`config.mk`:
```
export PLATFORM = sky130hd
export DESIGN_NAME = atc_torque_cond
export DESIGN_NICKNAME = d
export VERILOG_FILES = /design/src/atc_pkg.sv /design/src/atc_torque_cond.sv
export SDC_FILE = /design/constraint.sdc
export NUM_CORES = 2
export LEC_CHECK = 0
export BUFFER_PORTS_ARGS = -buffer_cell sky130_fd_sc_hd__buf_2
export CELL_PAD_IN_SITES_DETAIL_PLACEMENT = 1
export CELL_PAD_IN_SITES_GLOBAL_PLACEMENT = 1
export CORE_UTILIZATION = 50
export DETAILED_ROUTE_END_ITERATION = 7
export PLACE_DENSITY_LB_ADDON = 0.1
export RECOVER_POWER = 50
export SLEW_MARGIN = 0
export SYNTH_ARGS = -nofsm -noshare
export SYNTH_HDL_FRONTEND = slang
export SYNTH_SLANG_ARGS = --single-unit
```
`constraint.sdc`:
```
create_clock -name CLK -period 41.5 [get_ports CLK]
set_clock_uncertainty 0.2 [all_clocks]
set_input_delay 8.3 -clock CLK [delete_from_list [all_inputs] [get_ports CLK]]
set_output_delay 8.3 -clock CLK [all_outputs]
set_load 0.05 [all_outputs]
```
`src/atc_pkg.sv`:
```
// package for the analog torque command conditioning block
package atc_pkg;
  // register byte offsets on the wishbone slave
  localparam logic [7:0] ADDR_DEADBAND = 8'h00;
  localparam logic [7:0] ADDR_MODE = 8'h04;
  localparam logic [7:0] ADDR_TORQUE_GAIN = 8'h08;
  localparam logic [7:0] ADDR_VEL_GAIN = 8'h0c;
  localparam logic [7:0] ADDR_RIPPLE = 8'h10;
  localparam logic [7:0] ADDR_STATUS = 8'h14;
  localparam logic [7:0] ADDR_IRQ_MASK = 8'h18;
  localparam logic [7:0] ADDR_CMD_OUT = 8'h1c;
  // mode register field positions
  localparam int MODE_TYPE_BIT = 0;
  localparam int MODE_FA1_LSB = 4;
  localparam int MODE_OUTFN_LSB = 8;
  localparam int MODE_GPO_BIT = 12;
  // reset values
  localparam logic [7:0] DEADBAND_RST = 8'h00;
  localparam logic TYPE_RST = 1'b0;
  localparam logic [1:0] FA1_RST = 2'h3;
  localparam logic [3:0] OUTFN_RST = 4'h3;
  localparam logic signed [15:0] TORQUE_GAIN_RST = 16'sh0064;
  localparam logic signed [15:0] VEL_GAIN_RST = 16'sh03e8;
  localparam logic [8:0] RIPPLE_RST = 9'h000;
  // setting limits, in display units (x100 for amps and rps)
  localparam logic [1:0] FA1_VEL_LIMIT = 2'h1;
  localparam logic [1:0] FA1_MAX = 2'h3;
  localparam logic [3:0] OUTFN_TRQ_LOW = 4'h9;
  localparam logic [3:0] OUTFN_TRQ_HIGH = 4'h8;
  localparam logic signed [15:0] TORQUE_GAIN_MAX = 16'sh07d0;
  localparam logic signed [15:0] VEL_GAIN_MAX = 16'sh2710;
  localparam logic [8:0] RIPPLE_MAX = 9'h12c;
  // full scale input (10 V) in mV
  localparam logic signed [15:0] FULL_SCALE_MV = 16'sh2710;
  // status bits
  localparam int ST_REACHED = 0;
  localparam int ST_LOST = 1;
  localparam int ST_LIMIT = 2;

  typedef struct packed {
    logic [7:0] se_deadband;
    logic [7:0] diff_deadband;
    logic type_sel;
    logic [1:0] fa1_sel;
    logic [3:0] outfn;
    logic gpo;
    logic signed [15:0] torque_gain;
    logic signed [15:0] vel_gain;
    logic [8:0] ripple;
    logic [2:0] irq_mask;
  } atc_cfg_t;

  typedef enum logic [1:0] {
    ST_IDLE = 2'b00,
    ST_RUN = 2'b01,
    ST_DONE = 2'b11
  } atc_bus_t;

  typedef struct packed {
    atc_cfg_t cfg;
    atc_bus_t bus;
    logic [31:0] dat;
    logic signed [15:0] cmd_ma;
    logic signed [15:0] vlim;
    logic reached;
    logic limiting;
    logic [2:0] status;
    logic out3;
  } atc_state_t;
endpackage

```
`src/atc_torque_cond.sv`:
```
// analog torque command conditioning with wishbone register access
`timescale 1ns/1ps
module atc_torque_cond (
  input wire logic CLK, // system clock, 100 MHz
  input wire logic RESET, // asynchronous reset, active high
  input wire logic [31:0] WB_ADR_I, // wishbone byte address
  input wire logic [31:0] WB_DAT_I, // wishbone write data
  output logic [31:0] WB_DAT_O, // wishbone read data
  input wire logic WB_WE_I, // wishbone write enable
  input wire logic [3:0] WB_SEL_I, // wishbone byte selects
  input wire logic WB_CYC_I, // wishbone cycle
  input wire logic WB_STB_I, // wishbone strobe
  output logic WB_ACK_O, // wishbone acknowledge
  input wire logic signed [15:0] FIRST_ANALOG_IN, // first analog input, mV
  input wire logic signed [15:0] SECOND_ANALOG_IN, // second analog input, mV
  input wire logic RUN_STOP_SWITCH_IN, // high when run switch closed
  input wire logic DIRECTION_SWITCH_IN, // high when direction switch closed
  input wire logic signed [15:0] ACTUAL_TORQUE_MA, // measured motor current, 0.01 A
  input wire logic signed [15:0] MOTOR_SPEED, // measured speed, 0.01 rps
  output logic signed [15:0] TORQUE_CMD, // conditioned torque command, 0.01 A
  output logic TORQUE_REACHED_OUT, // third digital output, high = closed
  output logic IRQ // level interrupt
);

  atc_pkg::atc_state_t s_r;
  atc_pkg::atc_state_t s_nxt;

  logic [7:0] offs;
  logic hit;
  logic signed [16:0] ana;
  logic [7:0] dband;
  logic signed [16:0] cond;
  logic signed [31:0] trq;
  logic signed [31:0] lim;
  logic signed [16:0] err;
  logic [16:0] err_abs;
  logic [16:0] spd_abs;
  logic in_win;
  logic [2:0] events;
  logic [31:0] wr_base;
  logic [31:0] wr_word;

  function automatic logic signed [15:0] clamp16(input logic signed [31:0] v, input logic signed [15:0] mx);
    logic signed [31:0] m;
    m = 32'(mx);
    if (v > m)
      clamp16 = mx;
    else if (v < -m)
      clamp16 = -mx;
    else
      clamp16 = v[15:0];
  endfunction

  // strip the deadband and shift the remainder toward zero so there is no step at its edge
  function automatic logic signed [16:0] deadband(input logic signed [16:0] v, input logic [7:0] db);
    logic signed [16:0] d;
    d = {9'h000, db};
    if (v > d)
      deadband = v - d;
    else if (v < -d)
      deadband = v + d;
    else
      deadband = 17'sh00000;
  endfunction

  function automatic logic [31:0] merge(input logic [31:0] old, input logic [31:0] wd, input logic [3:0] sel);
    logic [31:0] r;
    r = old;
    for (int i = 0; i < 4; i++) begin
      if (sel[i])
        r[i*8 +: 8] = wd[i*8 +: 8];
    end
    merge = r;
  endfunction

  function automatic logic [31:0] mode_word(input atc_pkg::atc_cfg_t c);
    logic [31:0] w;
    w = 32'h0000_0000;
    w[atc_pkg::MODE_TYPE_BIT] = c.type_sel;
    w[atc_pkg::MODE_FA1_LSB +: 2] = c.fa1_sel;
    w[atc_pkg::MODE_OUTFN_LSB +: 4] = c.outfn;
    w[atc_pkg::MODE_GPO_BIT] = c.gpo;
    mode_word = w;
  endfunction

  assign offs = WB_ADR_I[7:0];
  assign hit = (WB_ADR_I[31:8] == 24'h000000) && (offs[1:0] == 2'b00);

  // current contents of the addressed register merged with the write data, so byte selects keep untouched bytes
  always_comb begin
    case (offs)
      atc_pkg::ADDR_DEADBAND: wr_base = {16'h0000, s_r.cfg.diff_deadband, s_r.cfg.se_deadband};
      atc_pkg::ADDR_MODE: wr_base = mode_word(s_r.cfg);
      atc_pkg::ADDR_TORQUE_GAIN: wr_base = 32'(s_r.cfg.torque_gain);
      atc_pkg::ADDR_VEL_GAIN: wr_base = 32'(s_r.cfg.vel_gain);
      atc_pkg::ADDR_RIPPLE: wr_base = {23'h0, s_r.cfg.ripple};
      atc_pkg::ADDR_IRQ_MASK: wr_base = {29'h0, s_r.cfg.irq_mask};
      default: wr_base = 32'h0000_0000;
    endcase
    wr_word = merge(wr_base, WB_DAT_I, WB_SEL_I);
  end

  // input selection and deadband
  always_comb begin
    if (s_r.cfg.type_sel) begin
      ana = 17'(SECOND_ANALOG_IN) - 17'(FIRST_ANALOG_IN);
      dband = s_r.cfg.diff_deadband;
    end else begin
      ana = 17'(SECOND_ANALOG_IN);
      dband = s_r.cfg.se_deadband;
    end
    cond = deadband(ana, dband);
  end

  // command scaling and reached window
  always_comb begin
    trq = (32'(cond) * 32'(s_r.cfg.torque_gain)) / 32'(atc_pkg::FULL_SCALE_MV);
    if (DIRECTION_SWITCH_IN)
      trq = -trq;
    // limit from first input; gain kept as rps x100
    lim = (32'(FIRST_ANALOG_IN) * 32'(s_r.cfg.vel_gain)) / 32'(atc_pkg::FULL_SCALE_MV);
    if (lim < 0)
      lim = -lim;
    err = 17'(ACTUAL_TORQUE_MA) - 17'(s_r.cmd_ma);
    err_abs = err[16] ? 17'(-err) : 17'(err);
    spd_abs = MOTOR_SPEED[15] ? 17'(-17'(MOTOR_SPEED)) : 17'(MOTOR_SPEED);
    in_win = err_abs <= {8'h00, s_r.cfg.ripple};
  end

  always_comb begin
    s_nxt = s_r;
    events = 3'b000;
    WB_DAT_O = s_r.dat;
    WB_ACK_O = (s_r.bus == atc_pkg::ST_DONE);

    // command path; open switch forces zero regardless of input
    if (!RUN_STOP_SWITCH_IN)
      s_nxt.cmd_ma = 16'sh0000;
    else
      s_nxt.cmd_ma = clamp16(trq, 16'sh7fff);
    s_nxt.limiting = 1'b0;
    if (RUN_STOP_SWITCH_IN && s_r.cfg.fa1_sel == atc_pkg::FA1_VEL_LIMIT && 32'(spd_abs) > lim) begin
      // overspeed halves the command each cycle it persists; crude but cannot oscillate
      s_nxt.cmd_ma = s_r.cmd_ma >>> 1;
      s_nxt.limiting = 1'b1;
    end

    s_nxt.reached = RUN_STOP_SWITCH_IN && in_win;
    case (s_r.cfg.outfn)
      atc_pkg::OUTFN_TRQ_LOW: s_nxt.out3 = !s_nxt.reached;
      atc_pkg::OUTFN_TRQ_HIGH: s_nxt.out3 = s_nxt.reached;
      default: s_nxt.out3 = s_r.cfg.gpo;
    endcase

    events[atc_pkg::ST_REACHED] = s_nxt.reached && !s_r.reached;
    events[atc_pkg::ST_LOST] = !s_nxt.reached && s_r.reached;
    events[atc_pkg::ST_LIMIT] = s_nxt.limiting && !s_r.limiting;

    // wishbone slave: two wait states, ack for one cycle
    case (s_r.bus)
      atc_pkg::ST_IDLE: begin
        if (WB_CYC_I && WB_STB_I)
          s_nxt.bus = atc_pkg::ST_RUN;
      end
      atc_pkg::ST_RUN: begin
        s_nxt.bus = atc_pkg::ST_DONE;
        s_nxt.dat = 32'h0000_0000;
        if (hit && WB_WE_I) begin
          case (offs)
            atc_pkg::ADDR_DEADBAND: begin
              s_nxt.cfg.se_deadband = wr_word[7:0];
              s_nxt.cfg.diff_deadband = wr_word[15:8];
            end
            atc_pkg::ADDR_MODE: begin
              s_nxt.cfg.type_sel = wr_word[atc_pkg::MODE_TYPE_BIT];
              s_nxt.cfg.gpo = wr_word[atc_pkg::MODE_GPO_BIT];
              s_nxt.cfg.outfn = wr_word[atc_pkg::MODE_OUTFN_LSB +: 4];
              // a zero function code keeps the old setting
              if (wr_word[atc_pkg::MODE_FA1_LSB +: 2] != 2'h0)
                s_nxt.cfg.fa1_sel = wr_word[atc_pkg::MODE_FA1_LSB +: 2];
            end
            atc_pkg::ADDR_TORQUE_GAIN:
              s_nxt.cfg.torque_gain = clamp16(32'(signed'(wr_word[15:0])), atc_pkg::TORQUE_GAIN_MAX);
            atc_pkg::ADDR_VEL_GAIN:
              s_nxt.cfg.vel_gain = clamp16(32'(signed'(wr_word[15:0])), atc_pkg::VEL_GAIN_MAX);
            atc_pkg::ADDR_RIPPLE: begin
              if (wr_word[15:0] > 16'(atc_pkg::RIPPLE_MAX))
                s_nxt.cfg.ripple = atc_pkg::RIPPLE_MAX;
              else
                s_nxt.cfg.ripple = wr_word[8:0];
            end
            atc_pkg::ADDR_IRQ_MASK:
              s_nxt.cfg.irq_mask = wr_word[2:0];
            default: ;
          endcase
        end else if (hit) begin
          case (offs)
            atc_pkg::ADDR_DEADBAND: s_nxt.dat = {16'h0000, s_r.cfg.diff_deadband, s_r.cfg.se_deadband};
            atc_pkg::ADDR_MODE: s_nxt.dat = mode_word(s_r.cfg);
            atc_pkg::ADDR_TORQUE_GAIN: s_nxt.dat = 32'(s_r.cfg.torque_gain);
            atc_pkg::ADDR_VEL_GAIN: s_nxt.dat = 32'(s_r.cfg.vel_gain);
            atc_pkg::ADDR_RIPPLE: s_nxt.dat = {23'h0, s_r.cfg.ripple};
            atc_pkg::ADDR_STATUS: s_nxt.dat = {29'h0, s_r.status};
            atc_pkg::ADDR_IRQ_MASK: s_nxt.dat = {29'h0, s_r.cfg.irq_mask};
            atc_pkg::ADDR_CMD_OUT: s_nxt.dat = {s_r.out3, 15'h0000, s_r.cmd_ma};
            default: s_nxt.dat = 32'h0000_0000;
          endcase
          if (offs == atc_pkg::ADDR_STATUS)
            s_nxt.status = 3'b000; // read clears
        end
      end
      atc_pkg::ST_DONE: s_nxt.bus = atc_pkg::ST_IDLE;
      default: s_nxt.bus = atc_pkg::ST_IDLE;
    endcase
    // set wins over the read clear
    s_nxt.status = s_nxt.status | events;
  end

  always_ff @(posedge CLK or posedge RESET) begin
    if (RESET) begin
      s_r <= '0;
      s_r.cfg.se_deadband <= atc_pkg::DEADBAND_RST;
      s_r.cfg.diff_deadband <= atc_pkg::DEADBAND_RST;
      s_r.cfg.type_sel <= atc_pkg::TYPE_RST;
      s_r.cfg.fa1_sel <= atc_pkg::FA1_RST;
      s_r.cfg.outfn <= atc_pkg::OUTFN_RST;
      s_r.cfg.torque_gain <= atc_pkg::TORQUE_GAIN_RST;
      s_r.cfg.vel_gain <= atc_pkg::VEL_GAIN_RST;
      s_r.cfg.ripple <= atc_pkg::RIPPLE_RST;
      s_r.bus <= atc_pkg::ST_IDLE;
    end else begin
      s_r <= s_nxt;
    end
  end

  assign TORQUE_CMD = s_r.cmd_ma;
  assign TORQUE_REACHED_OUT = s_r.out3;
  assign IRQ = |(s_r.status & s_r.cfg.irq_mask);

endmodule // atc_torque_cond

```
* Word-level counts from Yosys, hierarchy flattened *
Index checks and enable logic that the tools add are counted.

storage, ports and cells
  output and inout bits = 51
  logic and storage cells = 114
  register bits = 124
  input bits = 139

cells by class
  $add $sub $neg = 9
  equal/unequal tests = 13
  muxes and demuxes = 31
  multiply operators = 2
  magnitude comparators = 12
  div/mod/pow operators = 2
  bitwise gates (word level) = 2
  reductions and logical operators = 25

operator list
  cell                                                                               number
  32-bit case mux with 8 select lines                                                1
  32-bit two-way mux                                                                 4
  16-bit two-way mux                                                                 7
  16-bit case mux with 6 select lines                                                1
  17-bit two-way mux                                                                 5
  32-bit by 15-bit divider with 32-bit output, second input constant                 2
  32-bit negator                                                                     2
  16-bit by 16-bit subtractor with 17-bit output                                     2
  8-bit by 5-bit equality test with 1-bit output, second input constant              4
  17-bit by 32-bit greater-than comparator with 1-bit output                         1
  32-bit by 16-bit greater-than comparator with 1-bit output, second input constant  1
  32-bit by 1-bit < comparator with 1-bit output, second input constant              1
  32-bit by 16-bit < comparator with 1-bit output, second input constant             1
  16-bit by 16-bit multiplier with 32-bit output                                     1
  17-bit by 16-bit multiplier with 32-bit output                                     1
  24-bit zero test                                                                   1
  8-bit two-way mux                                                                  3
  3-bit AND reduction                                                                6
  17-bit by 9-bit adder with 17-bit output                                           1
  17-bit by 9-bit greater-than comparator with 1-bit output                          1
  17-bit by 9-bit <= comparator with 1-bit output                                    1
  17-bit < comparator                                                                1
  16-bit negator with 17-bit output                                                  1
  17-bit negator                                                                     1
  29 further kinds                                                                   46

* Longest topological paths before layout *
  word-level depth = 14
  gate-level depth with buffers = 133
  depth with buffers taken out = 114

* Worst setup path before layout *
No wires, ideal clock.

  kind = input to register
  start = in FIRST_ANALOG_IN[6]
  end = reg s_r (netlist bit TORQUE_CMD[4])
  path buffers = 16
  stages on the path = 122
  setup slack = 4.136 ns
  library setup time = 0.133 ns
  data arrival time = 37.031 ns
  cells stage by stage = clkbuf_1 > inv_1 > ha_1 > a21oi_1 > a21bo_2 > o21ai_0 > xor2_1 > o21ai_0 > ha_1 > nand4b_1 > or4_1 > a21o_1 > o31a_1 > clkbuf_1 > clkbuf_1 > o311a_1 > a21oi_1 > clkbuf_1 > (+86 left out) > mux2i_1 > a211o_1 > a21oi_2 > ha_1 > inv_1 > nor4_1 > a31oi_1 > xnor2_1 > nor2b_1 > o2111ai_1 > a21o_1 > o41ai_2 > xor2_1 > nor4_1 > a311oi_2 > buf_4 > nand2_1 > o211ai_2

RTL lines
  what                  RTL line                RTL
  start, declared       atc_torque_cond.sv:14   input wire logic signed [15:0] FIRST_ANALOG_IN,
  end signal, assigned  atc_torque_cond.sv:232  s_r <= s_nxt;
  end, declared         atc_torque_cond.sv:25   atc_pkg::atc_state_t s_r;

==> out/metrics.yaml <==
run_status:
  status: "finished, violations left"
  violations: "max-capacitance violations, max-slew violations"
die:
  rows: 115
  fp.dieH_microns: 318
  core_sq_um: 98600
  ios: 190
  dieArea_sq_um: 101000
  start_util: 0.506
  die-width_microns: 318
drt:
  met1_length_microns: 72800
  drt_pre_antenna_iters: 6
  via_per_inst: 6.33
  drc: 0
  antenna_left: 0
  dr_wl_met2_microns: 87500
  wirelength_microns: 175000
  routed.top_layer: "met5"
  wire_per_inst_microns: 22.3
  vias: 49800
  met3_length_microns: 8730
  drtIter0Drc: 3073
cells_and_area:
  multi_input_area_sq_um: 43200
  syn_to_final_growth_pct: 6.77
  register_area_sq_um: 2770
  fin_area_sq_um: 53200
  layoutNonFillerInstCount: 7863
  n_fill_cell: 12400
  drive_above_1_share: 0.106
  final_nets: 7503
worst_setup_path:
  crit_family: "compound AO/OA/AOI/OAI gates"
  crit_path_start_kind: "input pin"
  slowest_delay_ps: 590
  crit_required_ps: 41600
  slowest_stage: "or4_1"
  critPathKind: "in2reg"
  end_kind: "flop"
  worstPathArrival_ps: 39680
  critical_path_buf_inv_count: 11
  crit_fanout: 23
  cp_common_cell: "fa_1"
placed_design:
  pre_cts_slack_ps: 558
  io_buffers: 171
  gp_congestion: 0.953
  dp_hpwl_microns: 146000
  place_area_sq_um: 52500
  dpl.cell_count: 7824
yosys:
  synth_warnings: 0
  synthXorXnorAreaFrac: 0.0726
  synthAdderAreaFrac: 0.285
  async_reset_ff_frac: 1.00
  synth_nets: 7397
  synth_compound_area_frac: 0.248
  yosysUniqueCellTypes: 155
  synth_flop_cell: "dfrtp_1"
  synth_largest_area_cell: "fa_1"
  synth_area_sq_um: 49900
  synth_area_per_cell_sq_um: 7.72
  syn_inst: 6457
  synth_top_family_by_area: "adder cells"
  ys_ff_latch: 110
  synth_mux_area_frac: 0.0269
  synth_edf_count: 0
  yosys.area_share.simple: 0.228
  synth_top_cell_area_share: 0.215
  synth.area.top_cells: "fa_1, ha_1, inv_1, nand2_1, xnor2_1"
  yosysSeqAreaShare: 0.0555
timing:
  hold_viol: 0
  worst_slew_pin_slew_ps: 3930
  fin_crit_ps: 39580
  slew_headroom: -1.62
  fmax_mhz: 25.3
  setup_viol: 0
  final.setup.worst_slack_ps: 1920
  fin_crit_sh: 0.954
  setup-tns-final_ps: 0
  report.final.slew_viol_count: 113
clock_network:
  max-clock-path-buffers: 2
  cts_num_sinks: 110
  numCtsBuffers: 9
  hold_buffers: 0
  htree_num_levels: 3
  cts_tree: "yes"
  clk_latency_ps: 390
  clkTransAtPathRegs_ps: 100
  cts_root_buffer: "clkbuf_16"
flow_run:
  drv_cap: 2
global_route:
  grt_pass1_vias: 52300
  antenna_found_initial: 18
  grt_usage: 0.343
  grt_pass1_wl_microns: 282000
  grt_start_max_net_pins: 72
  grt_overflow_total: 0
hold_path:
  min_path_type: "reg2reg"
## cells by family (layout without fill, tap and decap cells)
| logic type | Yosys count | in the layout |
|---|---|---|
| compound gates | 1708 | 1708 |
| xor+xnor | 405 | 405 |
| fa+ha+maj | 818 | 818 |
| buf+inv | 1041 | 1152 |
| flops | 110 | 110 |
| mux | 117 | 117 |
| other cells | 1 | 9 |
| simple gates | 2257 | 2257 |
## worst paths after layout
path	startpoint	to	slack, ps	cells past startpoint
worst min-delay path	s_r[71]	s_r[70]	250	1
worst min register to register	s_r[71]	s_r[70]	250	1
max in group asynchronous	RESET	s_r[107]	28410	3
worst max register to register	s_r[98]	TORQUE_CMD[10]	9370	108
worst max-delay path	FIRST_ANALOG_IN[0]	TORQUE_CMD[10]	1920	111
min in group asynchronous	RESET	s_r[71]	8190	2
## synth_stat cells, drive strengths merged (51+ instances only)
| cell type | n |
|---|---|
| ha | 265 |
| nor2b | 52 |
| nand2b | 65 |
| o31ai | 51 |
| dfrtp | 97 |
| a21o | 85 |
| buf | 116 |
| o21a | 62 |
| nand4 | 54 |
| nor3 | 173 |
| mux2i | 59 |
| o21ai | 346 |
| fa | 536 |
| o211ai | 81 |
| xor2 | 116 |
| or3 | 64 |
| a211oi | 74 |
| mux2 | 51 |
| clkbuf | 184 |
| a21oi | 347 |
| xnor2 | 289 |
| nor2 | 400 |
| and3 | 79 |
| nand3 | 149 |
| and2 | 283 |
| inv | 740 |
| a31oi | 97 |
| nand2 | 720 |
## registers in the layout, summed over array words and instances, names as in the netlist
register / flops
WB_DAT_O: 18
TORQUE_REACHED_OUT: 1
s_r: 75
TORQUE_CMD: 16
## final cells by class
class,instances,share of cell area
antenna,8,0.000376
clock buffer,9,0.00423
clock inverter,7,0.00148
inverter,741,0.0523
multi-input combinational,5306,0.812
sequential,110,0.0520
tap,1287,0.0302
timing repair buffer,395,0.0473
## layout by cell type (no fill, tap or decap), types with 64 or more instances in the layout
cell type / synthesis / final
a211oi_1: 66 / 65
a21o_1: 84 / 84
a21oi_1: 333 / 328
a31oi_1: 94 / 93
and2_1: 281 / 280
and3_1: 78 / 78
buf_2: 37 / 134
buf_4: 54 / 221
dfrtp_1: 97 / 97
fa_1: 536 / 534
ha_1: 265 / 265
inv_1: 737 / 736
nand2_1: 718 / 716
nand2b_1: 64 / 64
nand3_1: 142 / 142
nor2_1: 396 / 393
nor3_1: 168 / 165
o211ai_1: 74 / 74
o21ai_0: 299 / 294
or3_1: 64 / 64
xnor2_1: 281 / 276
xor2_1: 114 / 112
## per-layer routing
metal	vias up	track usage
met5	-	0
met4	18	0.114
met3	337	0.0384
met2	1259	0.612
met1	25300	0.428
li1	22800	-
## worst register-to-register path: cells and delay by family (launching register included)
kind / cells / cell delay [ps]
AOI/OAI and AO/OA: 53 / 15440
and+or+nand+nor: 24 / 6030
adders and majority gates: 9 / 4210
xor gates and xnor gates: 8 / 2500
buffers and inverters: 12 / 1800
DFF: 1 / 950
muxes: 2 / 900
## per-stage QoR
stage	utilization	hold WS, ps
2_1_floorplan	-	209
4_1_cts	0.536	259
5_1_grt	0.540	287
3_3_place_gp	0.533	221
3_5_place_dp	0.533	246
6_report	0.540	252
## timing repair
action | 4_1_cts | 5_1_grt
gates resized for setup | 0 | 60
buffers inserted | 0 | 15
endpoints found under the setup margin | 0 | 18
Power is not shown: default switching activity piles up to over one toggle a cycle in this logic, so the estimate is an artifact.
